--- src/swk_defines.svh ---
`ifndef SWK_DEFINES_SVH
`define SWK_DEFINES_SVH

// ----------------------------------------
// register offsets
// ----------------------------------------
`define SWK_ADDR_RELOAD  8'h86
`define SWK_ADDR_CONTROL 8'h8f
`define SWK_ADDR_STATUS  8'h90
`define SWK_ADDR_MASK    8'h91
`define SWK_ADDR_ENABLE  8'h92
`define SWK_ADDR_COUNT   8'h93

// ----------------------------------------
// control field positions
// ----------------------------------------
`define SWK_CTL_SRC      5
`define SWK_CTL_FLAG     4
`define SWK_CTL_RUN      3
`define SWK_CTL_PS_HI    2
`define SWK_CTL_PS_LO    0

// enable register bits
`define SWK_EN_WAKE      0
`define SWK_EN_GLOBAL    1

// status register bits
`define SWK_ST_OVF       0

// ----------------------------------------
// reset values and counter overflow top
// ----------------------------------------
`define SWK_RST_CONTROL  8'h00
`define SWK_RST_RELOAD   8'h00
`define SWK_RST_COUNT    8'h00
`define SWK_COUNT_TOP    8'hff

`endif

--- src/swk_pkg.sv ---
package swk_pkg;

    typedef logic [2:0] swk_prescale_t;

    typedef struct packed {
        logic          clk_src;
        logic          run;
        swk_prescale_t prescale;
    } swk_ctrl_t;

    typedef struct packed {
        logic       wr;
        logic       rd;
        logic [7:0] addr;
        logic [7:0] wdata;
    } swk_bus_t;

endpackage : swk_pkg

--- src/swk_top.sv ---
// Our own choice: the address-and-strobe port.
`timescale 1ns/1ps
`include "swk_defines.svh"

module swk_top (
    input  wire logic       core_clk,
    input  wire logic       reset,
    input  wire logic       clk_en,
    input  wire logic       internal_low_speed_rc,
    input  wire logic       external_low_speed_crystal,
    input  wire logic       cpu_idle,
    input  wire logic       cpu_power_down,
    input  wire logic [7:0] reg_addr,
    input  wire logic [7:0] reg_wdata,
    input  wire logic       reg_wr,
    input  wire logic       reg_rd,
    output logic      [7:0] reg_rdata_q,
    output logic            irq_q,
    output logic            wake_request_q,
    output logic            rc_keep_on_q,
    output logic            xtal_keep_on_q
);

    swk_pkg::swk_bus_t  bus;
    swk_pkg::swk_ctrl_t ctrl_q;
    swk_pkg::swk_ctrl_t ctrl_d;

    logic       flag_q;
    logic       flag_d;
    logic [7:0] reload_q;
    logic [7:0] reload_d;
    logic [7:0] count_q;
    logic [7:0] count_d;
    logic [7:0] status_q;
    logic [7:0] status_d;
    logic [7:0] mask_q;
    logic [7:0] mask_d;
    logic [1:0] enable_q;
    logic [1:0] enable_d;
    logic [7:0] rdata_d;
    logic       irq_d;
    logic       wake_d;
    logic       rc_on_d;
    logic       xtal_on_d;
    logic       src_prev_q;
    logic       src_prev_d;

    logic       rc_sync;
    logic       xtal_sync;
    logic       src_level;
    logic       src_edge;
    logic       tick;
    logic       overflow;
    logic       low_power;

    assign bus = '{wr: reg_wr, rd: reg_rd, addr: reg_addr, wdata: reg_wdata};
    assign low_power = cpu_idle || cpu_power_down;

    // ----------------------------------------
    // low-speed clock sampling
    // ----------------------------------------
    swk_sync u_rc_sync (
        .core_clk (core_clk),
        .reset    (reset),
        .clk_en   (clk_en),
        .async_in (internal_low_speed_rc),
        .sync_out (rc_sync)
    );

    swk_sync u_xtal_sync (
        .core_clk (core_clk),
        .reset    (reset),
        .clk_en   (clk_en),
        .async_in (external_low_speed_crystal),
        .sync_out (xtal_sync)
    );

    // source mux after the synchronisers; a mid-run swap is software's fault
    assign src_level = ctrl_q.clk_src ? xtal_sync : rc_sync;
    // edge detect only valid while core clock outruns twice the source
    assign src_edge = src_level && !src_prev_q;

    always_comb begin
        src_prev_d = src_prev_q;
        if (clk_en) begin
            src_prev_d = src_level;
        end
    end

    always_ff @(posedge core_clk) begin
        if (reset) begin
            src_prev_q <= 1'b0;
        end else begin
            src_prev_q <= src_prev_d;
        end
    end

    swk_prescale u_prescale (
        .core_clk (core_clk),
        .reset    (reset),
        .clk_en   (clk_en),
        .run      (ctrl_q.run),
        .src_edge (src_edge),
        .prescale (ctrl_q.prescale),
        .tick     (tick)
    );

    // ----------------------------------------
    // counter
    // ----------------------------------------
    // idle and power-down are deliberately not looked at here
    assign overflow = tick && (count_q == `SWK_COUNT_TOP);

    always_comb begin
        count_d = count_q;
        if (clk_en) begin
            if (tick) begin
                if (overflow) begin
                    count_d = reload_q;
                end else begin
                    count_d = count_q + 8'h01;
                end
            end else if (bus.wr && bus.addr == `SWK_ADDR_RELOAD && !ctrl_q.run) begin
                // preload so the first period matches the reload
                count_d = bus.wdata;
            end
        end
    end

    always_ff @(posedge core_clk) begin
        if (reset) begin
            count_q <= `SWK_RST_COUNT;
        end else begin
            count_q <= count_d;
        end
    end

    // ----------------------------------------
    // registers
    // ----------------------------------------
    always_comb begin
        ctrl_d   = ctrl_q;
        flag_d   = flag_q;
        reload_d = reload_q;
        status_d = status_q;
        mask_d   = mask_q;
        enable_d = enable_q;
        if (clk_en) begin
            if (bus.wr) begin
                unique case (bus.addr)
                    `SWK_ADDR_CONTROL: begin
                        ctrl_d.clk_src  = bus.wdata[`SWK_CTL_SRC];
                        ctrl_d.run      = bus.wdata[`SWK_CTL_RUN];
                        ctrl_d.prescale = bus.wdata[`SWK_CTL_PS_HI:`SWK_CTL_PS_LO];
                        // writing zero clears, writing one leaves it
                        flag_d = flag_q && bus.wdata[`SWK_CTL_FLAG];
                    end
                    `SWK_ADDR_RELOAD: reload_d = bus.wdata;
                    `SWK_ADDR_MASK:   mask_d = bus.wdata;
                    `SWK_ADDR_ENABLE: enable_d = bus.wdata[1:0];
                    default: ;
                endcase
            end
            if (bus.rd && bus.addr == `SWK_ADDR_STATUS) begin
                status_d = 8'h00;
            end
            // set after clear so a same-cycle overflow is kept
            if (overflow) begin
                flag_d = 1'b1;
                status_d[`SWK_ST_OVF] = 1'b1;
            end
        end
    end

    always_ff @(posedge core_clk) begin
        if (reset) begin
            ctrl_q   <= swk_pkg::swk_ctrl_t'(5'h00);
            flag_q   <= 1'b0;
            reload_q <= `SWK_RST_RELOAD;
            status_q <= 8'h00;
            mask_q   <= 8'h00;
            enable_q <= 2'h0;
        end else begin
            ctrl_q   <= ctrl_d;
            flag_q   <= flag_d;
            reload_q <= reload_d;
            status_q <= status_d;
            mask_q   <= mask_d;
            enable_q <= enable_d;
        end
    end

    // ----------------------------------------
    // read data and outputs
    // ----------------------------------------
    always_comb begin
        rdata_d   = reg_rdata_q;
        irq_d     = irq_q;
        wake_d    = wake_request_q;
        rc_on_d   = rc_keep_on_q;
        xtal_on_d = xtal_keep_on_q;
        if (clk_en) begin
            rdata_d = 8'h00;
            if (bus.rd) begin
                unique case (bus.addr)
                    `SWK_ADDR_RELOAD:  rdata_d = reload_q;
                    `SWK_ADDR_CONTROL: rdata_d = {2'b00, ctrl_q.clk_src, flag_q, ctrl_q.run, ctrl_q.prescale};
                    `SWK_ADDR_STATUS:  rdata_d = status_q;
                    `SWK_ADDR_MASK:    rdata_d = mask_q;
                    `SWK_ADDR_ENABLE:  rdata_d = {6'h00, enable_q};
                    `SWK_ADDR_COUNT:   rdata_d = count_q;
                    default:           rdata_d = 8'h00;
                endcase
            end
            irq_d = (flag_q && enable_q[`SWK_EN_WAKE] && enable_q[`SWK_EN_GLOBAL])
                    || (|(status_q & mask_q));
            wake_d = flag_q && enable_q[`SWK_EN_WAKE] && low_power;
            // oscillator held on whenever running, low-power or not
            rc_on_d   = ctrl_q.run && !ctrl_q.clk_src;
            xtal_on_d = ctrl_q.run && ctrl_q.clk_src;
        end
    end

    always_ff @(posedge core_clk) begin
        if (reset) begin
            reg_rdata_q    <= 8'h00;
            irq_q          <= 1'b0;
            wake_request_q <= 1'b0;
            rc_keep_on_q   <= 1'b0;
            xtal_keep_on_q <= 1'b0;
        end else begin
            reg_rdata_q    <= rdata_d;
            irq_q          <= irq_d;
            wake_request_q <= wake_d;
            rc_keep_on_q   <= rc_on_d;
            xtal_keep_on_q <= xtal_on_d;
        end
    end

endmodule : swk_top

--- src/swk_sync.sv ---
`timescale 1ns/1ps

module swk_sync (
    input  wire logic core_clk,
    input  wire logic reset,
    input  wire logic clk_en,
    input  wire logic async_in,
    output logic      sync_out
);

    logic meta_q;
    logic meta_d;
    logic sync_q;
    logic sync_d;

    always_comb begin
        meta_d = meta_q;
        sync_d = sync_q;
        if (clk_en) begin
            meta_d = async_in;
            sync_d = meta_q;
        end
    end

    always_ff @(posedge core_clk) begin
        if (reset) begin
            meta_q <= 1'b0;
            sync_q <= 1'b0;
        end else begin
            meta_q <= meta_d;
            sync_q <= sync_d;
        end
    end

    assign sync_out = sync_q;

endmodule : swk_sync

--- src/swk_prescale.sv ---
`timescale 1ns/1ps

module swk_prescale (
    input  wire logic                   core_clk,
    input  wire logic                   reset,
    input  wire logic                   clk_en,
    input  wire logic                   run,
    input  wire logic                   src_edge,
    input  wire swk_pkg::swk_prescale_t prescale,
    output logic                        tick
);

    logic [10:0] div_q;
    logic [10:0] div_d;
    logic [10:0] limit;

    // ----------------------------------------
    // divide limit per setting
    // ----------------------------------------
    always_comb begin
        unique case (prescale)
            3'h0: limit = 11'h000;
            3'h1: limit = 11'h003;
            3'h2: limit = 11'h00f;
            3'h3: limit = 11'h03f;
            3'h4: limit = 11'h0ff;
            3'h5: limit = 11'h1ff;
            3'h6: limit = 11'h3ff;
            3'h7: limit = 11'h7ff;
        endcase
    end

    assign tick = run && src_edge && (div_q >= limit);

    always_comb begin
        div_d = div_q;
        // halted run holds the divider where it stood
        if (clk_en && run && src_edge) begin
            if (div_q >= limit) begin
                div_d = 11'h000;
            end else begin
                div_d = div_q + 11'h001;
            end
        end
    end

    always_ff @(posedge core_clk) begin
        if (reset) begin
            div_q <= 11'h000;
        end else begin
            div_q <= div_d;
        end
    end

endmodule : swk_prescale

--- config.mk ---
export PLATFORM = sky130hd
export DESIGN_NAME = swk_top
export DESIGN_NICKNAME = d
export VERILOG_FILES = /design/src/swk_pkg.sv /design/src/swk_top.sv /design/src/swk_sync.sv /design/src/swk_prescale.sv
export VERILOG_INCLUDE_DIRS = /design/src
export SDC_FILE = /design/constraint.sdc
export NUM_CORES = 1
export LEC_CHECK = 0
export BUFFER_PORTS_ARGS = -buffer_cell sky130_fd_sc_hd__buf_2
export CAP_MARGIN = 20
export CELL_PAD_IN_SITES_DETAIL_PLACEMENT = 0
export CELL_PAD_IN_SITES_GLOBAL_PLACEMENT = 1
export CORE_MARGIN = 5
export CORE_UTILIZATION = 40
export CTS_CLUSTER_DIAMETER = 100
export DETAILED_ROUTE_END_ITERATION = 16
export PLACE_DENSITY_LB_ADDON = 0.05
export SYNTH_ARGS = -nofsm -noshare
export SYNTH_HDL_FRONTEND = slang
export SYNTH_SLANG_ARGS = --single-unit
--- constraint.sdc ---
create_clock -name core_clk -period 1.9 [get_ports core_clk]
set_input_delay 0.19 -clock core_clk [delete_from_list [all_inputs] [get_ports core_clk]]
set_output_delay 0.19 -clock core_clk [all_outputs]
set_load 0.1 [all_outputs]
Yosys cells after proc, flatten, opt, wreduce, memory -nomap -nowiden
Memories as Yosys holds them, arrays and structs flattened. A register that Yosys moved wholly into a read port is not among the register bits. Index checks and enable logic that the tools add are counted.

$add $sub $neg: 2. Magnitude comparators: 1. Equality and inequality tests: 7. Multiplexer cells: 14. Bitwise logic cells: 1. Reduce and logical (&&, ||, !) cells: 32.

Operator list (number): 8-bit equality test (second input constant) (7); 8-bit one-hot mux with 6 select lines (1); 8-bit 2-to-1 mux (4); 1-bit logical AND (15); 3-bit AND reduction (5); 11-bit by 1-bit adder with 11-bit output (second input constant) (1); 11-bit greater-or-equal comparator (1); 11-bit 2-to-1 mux (1); 8-bit by 1-bit adder with 8-bit output (second input constant) (1); 1-bit by 8-bit bitwise AND with 8-bit output (1); 2-bit nonzero test (4); 8-bit OR reduction (1); 1-bit 2-to-1 mux (6); 3-bit 2-to-1 mux (2); 2-bit AND reduction (2); 1-bit logical NOT (3); 1-bit logical OR (2).

Register bits after elaboration: 61. ROM bits: 88. Input port bits: 25. Memories: 1.

Memory list: (no name shown) (words 8, width 11, rd ports 1, clocked after memory_dff 1, write ports 0, RTL line swk_prescale.sv:21) `unique case (prescale)`.

Depth between registers and ports, before layout
Gate-level depths: netlist of run 1.

Depth in word-level cells: 7. Mapped depth: 10. Mapped depth without buffers: 8.

Cells and area by module
A second synthesis of run 1 with hierarchy kept.

Cell total of the unflattened synthesis: 377. Area, all modules: 3412.0 µm².

By module, submodules not included: swk_top (instances 1, cells an instance 265, area an instance 2431.1 µm², seq. area each 920.9 µm²); swk_prescale (instances 1, cells an instance 100, area an instance 845.8 µm², seq. area each 220.2 µm²); swk_sync (instances 2, cells an instance 6, area an instance 67.6 µm², seq. area each 40.0 µm²).

Worst setup path before layout of run 1
No wires, ideal clock.

Path kind: flip-flop to flip-flop. From: register, netlist name u_prescale.limit[6]. To: register count_q[7]. Library setup time: 0.083 ns. Arrival time: 1.828 ns. Data required time: 1.817 ns. Slack: -0.011 ns. Stages on the path, launching flop included: 10. Path buffers: 1. Period minus slack after synthesis: 1.911 ns. Cells stage by stage: dfxtp_1 inv_1 ha_1 a21oi_1 o21a_1 or2_1 clkbuf_1 a21oi_2 or3_4 o221ai_1.

Word-level cells in the longest chain between the ends: 5.

Ends and longest elaborated chain: 11-bit greater-or-equal comparator * (RTL line swk_prescale.sv:33) `assign tick = run && src_edge && (div_q >= limit);`; 1-bit logical AND * (RTL line swk_prescale.sv:33); 1-bit logical AND (RTL line swk_top.sv:112) `` assign overflow = tick && (count_q == `SWK_COUNT_TOP); ``; 8-bit 2-to-1 mux (RTL line swk_top.sv:118) `if (overflow) begin`; 8-bit 2-to-1 mux (RTL line swk_top.sv:117) `if (tick) begin`; end signal, assigned (RTL line swk_top.sv:132) `` count_q <= `SWK_RST_COUNT; ``; end signal, assigned (RTL line swk_top.sv:134) `count_q <= count_d;`; end, declared (RTL line swk_top.sv:32) `logic [7:0] count_q;`.

Every way passes the cells marked *; elsewhere a longest branch is shown, timed or not. A chain may end at the register's enable or synchronous reset.

Worst setup path in the final report of run 1
From: register, netlist name u_prescale.limit[6]. To: register count_q[7].

Word-level cells in the longest chain between the ends: 5.

Ends and longest elaborated chain (RTL line): 11-bit greater-or-equal comparator * (swk_prescale.sv:33); 1-bit logical AND * (swk_prescale.sv:33); 1-bit logical AND (swk_top.sv:112); 8-bit 2-to-1 mux (swk_top.sv:118); 8-bit 2-to-1 mux (swk_top.sv:117).

Marks and branches as above.

==> results of run 1 <==
## stage by stage
stage            util  TNS [ns]
2_1_floorplan       -         0
3_3_place_gp   0.4686   -0.6587
3_5_place_dp   0.4686   -0.7425
4_1_cts        0.5127  -0.01861
5_1_grt        0.5205    -1.792
6_report       0.5205   -0.2459
## worst min-delay path, delay by kind of cell
family	cells	cell delay, ns
muxes	1	0.05
and+or+nand+nor	1	0.07
buffers and inverters	1	0.07
## timing repair
action | CTS | global route
resized for setup | 24 | 13
buffers inserted | 7 | 4
hold buffers | 0 | 0
endpoints found under the hold margin | 0 | 0
endpoints found under the setup margin | 17 | 19
pin swaps | 17 | 9
## cell families (layout without fill, tap and decap cells)
group           count (synthesis)  in the layout  synth area share
fa+ha+maj                      13             13           0.04698
simple gates                  151            151            0.2349
flops                          68             68            0.3932
compound gates                 72             72            0.1493
xor+xnor                       14             14           0.03542
buf+inv                        30            116           0.03722
mux                            34             34            0.1030
## layout by cell type (no fill, tap or decap), types with 3 or more instances in the layout
cell type / count
mux2i_1: 32
inv_1: 9
inv_2: 5
nor2_1: 56
nor3_2: 4
a21oi_1: 21
dfxtp_2: 7
o221ai_2: 4
nor3_1: 7
a211oi_1: 4
clkbuf_8: 10
a21o_1: 6
nand2_1: 30
nand3_1: 12
ha_4: 5
and3_1: 6
ha_1: 8
xnor2_1: 8
nand2b_1: 3
buf_2: 36
xor2_1: 6
dfxtp_1: 61
nand4_1: 6
buf_4: 48
o21ai_0: 3
a222oi_1: 6
## registers in the layout (all words and copies together), names as in the netlist, 2 cells and up
signal,cells
reload_q,8
ctrl_q,5
reg_rdata_q,8
count_q,8
u_prescale.div_q,11
enable_q,2
mask_q,8
u_prescale.limit,7
## layer usage
layer / wire length [µm] / part of all wire
met5: 0 / 0
met1: 4857 / 0.50
met2: 4311 / 0.44
met4: 67 / 0.0069
met3: 525 / 0.054
## worst paths after layout
check / end / cells after the start
max reg2reg: count_q[7]$_SDFFE_PP0P_ / 8
min reg2reg: reg_rdata_q[4]$_SDFFE_PP0P_ / 1
min: u_rc_sync.meta_q$_SDFFE_PP0P_ / 3
max: count_q[7]$_SDFFE_PP0P_ / 8
## power groups by stage
stage	clock [mW]	sequential [mW]	combinational [mW]
3_5_place_dp	0	1.47	0.161
4_1_cts	1.37	1.43	0.163
6_report	1.34	1.43	0.163
2_1_floorplan	0	1.47	0.0737
3_3_place_gp	0	1.47	0.160
5_1_grt	1.44	1.44	0.178
## final cells by class
type / instances / area (µm²)
timing repair buffer: 86 / 580.6
fill: 838 / 4120
clock inverter: 4 / 72.57
sequential: 68 / 1370
multi-input combinational: 284 / 2117
tap: 108 / 135.1
clock buffer: 12 / 145.1
inverter: 14 / 52.55
==> impl_metrics.csv, run 1 <==
group,metric,value,unit
grt,overflow,0,
placement,place_ws,-0.09294,ns
yosys,synth-main-ff-cell,"dfxtp_1",
outcome,status,"finished, violations left",
grt,grt_pass1_vias,3085,
timing,rsz0062_at_grt,"yes",
grt,grt.total_usage,0.1963,
power,powerDensity,655.7,nW/µm²
power,power.share.clock,0.456,
route,postRouteAntennaNets,0,
yosys,yosysWarnings,0,
route,vias,3070,
timing,fin_crit_sh,1.031,
outcome,violations,"setup timing",
route,wl_per_cell,16.95,µm
placement,dpl.hpwl,7407,µm
final_layout,final_area,4473,µm²
placement,placed_cell_area,4026,µm²
timing,slew_headroom,0.6771,
clock_tree,h-tree-depth,3,
timing,worstMarginPinSlew,0.4877,ns
grt,antenna_found_initial,0,
timing,fin_crit,1.959,ns
power,p_sw_frac,0.2278,
setup_path,startpoint,"u_prescale.limit[6]$_DFF_P_",
setup_path,critPathRequiredTime,2.16,ns
timing,hold_viol_final,0,
setup_path,crit_buf_inv,1,
placement,port_buffers,36,
yosys,synth_top_area_share,0.3932,
route,dr.first_iter.drc_count,149,
grt,grt.met1_usage,0.2778,
setup_path,crit_chain,"inv_2, ha_1, a21oi_1, o21a_1, or2_4, a21oi_4, or3_4, o221ai_2",
placement,globalplace.congestion,0.8099,
clock_tree,cts_sinks,68,
timing,fin_ws,-0.05850,ns
worst_hold_path,worstHoldPathType,"in2reg",
die,core,8593,µm²
placement,dp.cells,550,
yosys,synth_area_leader_cell,"dfxtp_1",
final_layout,nets,501,
timing,finClkSkew,0.009784,ns
setup_path,worstPathArrival,2.22,ns
grt,grt_max_degree,23,
setup_path,r2r_start,"u_prescale.limit[6]$_DFF_P_",
clock_tree,cts_buffers,9,
yosys,syn_area,3462,µm²
power,p_leak,1.796,nW
power,p_switching,0.6680,mW
yosys,synth_area_leaders,"dfxtp_1, mux2i_1, nor2_1, ha_1, nand2_1",
grt,grt-busiest-layer,"met2",
setup_path,crit_fanout,5,
grt,met2_usage,0.3024,
power,power.total,2.933,mW
timing,max_freq,0.5106,GHz
die,boundaryPins,37,
yosys,synth_cell_type_count,65,
die,start_util,0.4029,
route,wirelength,9762,µm
power,combPwrFrac,0.055,
final_layout,drive_above_1_share,0.3248,
final_layout,antenna_cells,0,
final_layout,stdcell_count,576,
die,die_h,103.0,µm
setup_path,critPathMaxStageDelay,0.39,ns
yosys,synth_edf_count,0,
final_layout,area_growth,29.20,%
setup_path,rrSetupSlack,-0.06,ns
setup_path,crit_slowest_cell,"or3_4",
grt,grt_pass1_wl,15910,µm
die,rows,34,
power,p_seq_frac,0.489,
die,fp.dieArea,10620,µm²
setup_path,critPathLaunchType,"flop",
route,drtPass1Iterations,5,
clock_tree,cts_buffer_depth,2,
route,viasPerCell,5.330,
run,max_cap_viol_count,0,
power,ir_worst_vdd,0.0004603,V
clock_tree,insertion_delay,0.34,ns
yosys,synth_nets,420,
timing,worst_hold_slack,0.08646,ns
route,post-route-drc-count,0,
worst_hold_path,worstHoldStart,"internal_low_speed_rc",
yosys,syn_inst,382,
yosys,yosysMostFrequentCell,"dfxtp_1",
setup_path,cpLargestDelayFamily,"compound AO/OA/AOI/OAI gates",
clock_tree,root_buffer,"clkbuf_8",
yosys,async_reset_ff_frac,0,
clock_tree,tritoncts,"built",
setup_path,crit_type,"reg2reg",
yosys,yosysSeqAreaShare,0.3932,
timing,slew_violations,0,
clock_tree,clkTransAtPathRegs,0.07,ns
yosys,ys_top_cells_by_count,"dfxtp_1, nor2_1, nand2_1",
timing,setup_viol,7,
yosys,postSynthAreaPerCell,9.063,µm²
power,cell_internal_pwr,2.265,mW
setup_path,critical_path.endpoint_type,"flop",
yosys,synth_seq_cells,68,
die,die_width,103.0,µm
grt,groute.layer.met3.usage,0.05074,
No activity file was read; power rests on OpenSTA's default activity.
==> run 2: changes to the inputs <==
--- a/config.mk
+++ b/config.mk
@@ -6,7 +6,6 @@
 export SDC_FILE = /design/constraint.sdc
 export NUM_CORES = 1
 export LEC_CHECK = 0
-export BUFFER_PORTS_ARGS = -buffer_cell sky130_fd_sc_hd__buf_2
 export CAP_MARGIN = 20
 export CELL_PAD_IN_SITES_DETAIL_PLACEMENT = 0
 export CELL_PAD_IN_SITES_GLOBAL_PLACEMENT = 1
@@ -14,6 +13,7 @@
 export CORE_UTILIZATION = 40
 export CTS_CLUSTER_DIAMETER = 100
 export DETAILED_ROUTE_END_ITERATION = 16
+export DONT_BUFFER_PORTS = 1
 export PLACE_DENSITY_LB_ADDON = 0.05
 export SYNTH_ARGS = -nofsm -noshare
 export SYNTH_HDL_FRONTEND = slang
==> constraint.sdc (replaced) <==
create_clock -name core_clk -period 2 [get_ports core_clk]
set_input_delay 0.2 -clock core_clk [delete_from_list [all_inputs] [get_ports core_clk]]
set_output_delay 0.2 -clock core_clk [all_outputs]
set_load 0.1 [all_outputs]
==> impl_metrics.csv, run 2 (synthesis gave the netlist of run 1 again) <==
group,metric,value,unit
route,dr_wl_met3,576,µm
grt,overflow,0,
power,power.share.clock,0.439,
setup_path,critPathMaxStageDelay,0.33,ns
route,vias,2965,
clock_tree,insertion_delay,0.35,ns
timing,slew_headroom,0.6613,
outcome,status,"completed",
setup_path,crit_chain,"inv_2, ha_4, nand4_1, nor3_2, a21oi_4, buf_6, a21oi_4, buf_4, mux2i_1, a211oi_2",
final_layout,largest_register_ffs,11,
clock_tree,cts_sinks,68,
die,rows,34,
final_layout,stdcell_count,540,
timing,rsz0062_at_grt,"yes",
clock_tree,clkTransAtPathRegs,0.07,ns
die,boundaryPins,37,
power,combPwrFrac,0.041,
route,viasPerCell,5.491,
route,routed-wl-met2,4321,µm
setup_path,worstPathArrival,2.21,ns
route,top_layer,"met4",
grt,antenna_found_initial,0,
run,max_cap_viol_count,0,
route,dr.first_iter.drc_count,160,
setup_path,critPathRequiredTime,2.23,ns
timing,worstMarginPinSlew,0.5053,ns
die,die_width,103.0,µm
final_layout,drive_above_1_share,0.2361,
final_layout,final_cell_mix,"dfxtp_1, nor2_1, buf_4",
timing,hold_viol_final,0,
timing,finClkSkew,0.01032,ns
route,drtPass1Iterations,4,
final_layout,antenna_cells,0,
timing,fin_crit_sh,0.9901,
final_layout,nets,465,
die,core,8593,µm²
power,p_sw_frac,0.2306,
timing,setup_viol,0,
route,postRouteAntennaNets,0,
final_layout,area_growth,23.82,%
setup_path,crit_slowest_cell,"dfxtp_1",
final_layout,top_register,"u_prescale.div_q",
route,wl_per_cell,18.09,µm
timing,fin_ws,0.01977,ns
route,wirelength,9769,µm
clock_tree,cts_buffers,9,
setup_path,crit_fanout,4,
power,p_leak,1.628,nW
die,start_util,0.4029,
grt,grt.total_usage,0.1972,
setup_path,cp_common_cell,"a21oi_4",
timing,max_freq,0.5050,GHz
final_layout,layout_commonest_cell,"dfxtp_1",
clock_tree,root_buffer,"clkbuf_8",
setup_path,critPathLaunchType,"flop",
power,cell_internal_pwr,2.015,mW
die,fp.dieArea,10620,µm²
placement,globalplace.congestion,0.8054,
timing,tns,0,ns
clock_tree,cts_buffer_depth,2,
grt,grt_pass1_vias,2941,
setup_path,rrSetupSlack,0.02,ns
power,p_switching,0.6037,mW
placement,dp.cells,508,
setup_path,crit_buf_inv,3,
timing,fin_crit,1.980,ns
power,ir_worst_vdd,0.0003718,V
grt,grt_max_degree,46,
clock_tree,tritoncts,"built",
placement,dpl.hpwl,7038,µm
grt,grt_pass1_wl,15730,µm
clock_tree,h-tree-depth,3,
route,post-route-drc-count,0,
setup_path,cpLargestDelayFamily,"simple AND/OR/NAND/NOR gates",
route,wl_met1,4740,µm
die,die_h,103.0,µm
placement,place_ws,-0.07007,ns
timing,slew_violations,0,
power,p_seq_frac,0.520,
power,powerDensity,610.8,nW/µm²
final_layout,utilization,0.4988,
setup_path,crit_type,"reg2reg",
worst_hold_path,worstHoldPathType,"in2reg",
setup_path,critical_path.endpoint_type,"flop",
placement,port_buffers,0,
## run 2: changes by cell type in the layout (fill, tap and decap cells not counted), sizes merged
| cell | before | now |
|---|---|---|
| bufinv | 2 | 1 |
| clkinvlp | 1 | 0 |
| dlygate4sd3 | 0 | 11 |
| buf | 86 | 39 |
| clkinv | 1 | 3 |
## run 2: final timing paths
check	start	to	depth (start not counted)
worst min-delay path	reg_wdata[5]	ctrl_q[4]$_SDFFE_PP0P_	2
worst min register to register	reg_rdata_q[2]$_SDFFE_PP0P_	reg_rdata_q[2]$_SDFFE_PP0P_	1
worst max register to register	u_prescale.limit[9]$_SDFF_PN0_	count_q[5]$_SDFFE_PP0P_	10
worst max-delay path	u_prescale.limit[9]$_SDFF_PN0_	count_q[5]$_SDFFE_PP0P_	10
## run 2: layer usage
layer,track usage,vias to the layer above
met1,0.2702,1417
li1,-,1463
met5,0,-
met2,0.3059,73
met3,0.05548,12
met4,0.05179,0
## run 2: timing repair
item	4_1_cts	5_1_grt
gates resized for setup	20	15
pin swaps	13	11
setup buffers	1	4
endpoints found under the hold margin	45	0
endpoints found under the setup margin	15	17
hold buffers	12	0
cloned	0	0
## run 2: layout make-up
type                       instances  area (µm²)
clock buffer                      12       145.1
clock inverter                     4       48.80
fill                             868        4307
inverter                          14       52.55
multi-input combinational        284        2113
sequential                        68        1373
tap                              108       135.1
timing repair buffer              50       419.2
## run 2: per-stage QoR
stage	total power, mW	hold WS, ns	instance area, µm²
floorplan	1.471	0.2799	3462
detailed placement	1.456	0.2791	3776
global placement	1.455	0.2752	3776
CTS	2.653	0.001061	4194
finish	2.618	0.01191	4287
global route	2.720	0.01558	4287
## run 2: power by group through the flow
stage	clock network, mW	registers (mW)	logic (mW)
2_1_floorplan	0	1.40	0.0700
3_3_place_gp	0	1.39	0.0609
3_5_place_dp	0	1.39	0.0619
4_1_cts	1.18	1.36	0.107
5_1_grt	1.24	1.36	0.115
6_report	1.15	1.36	0.108
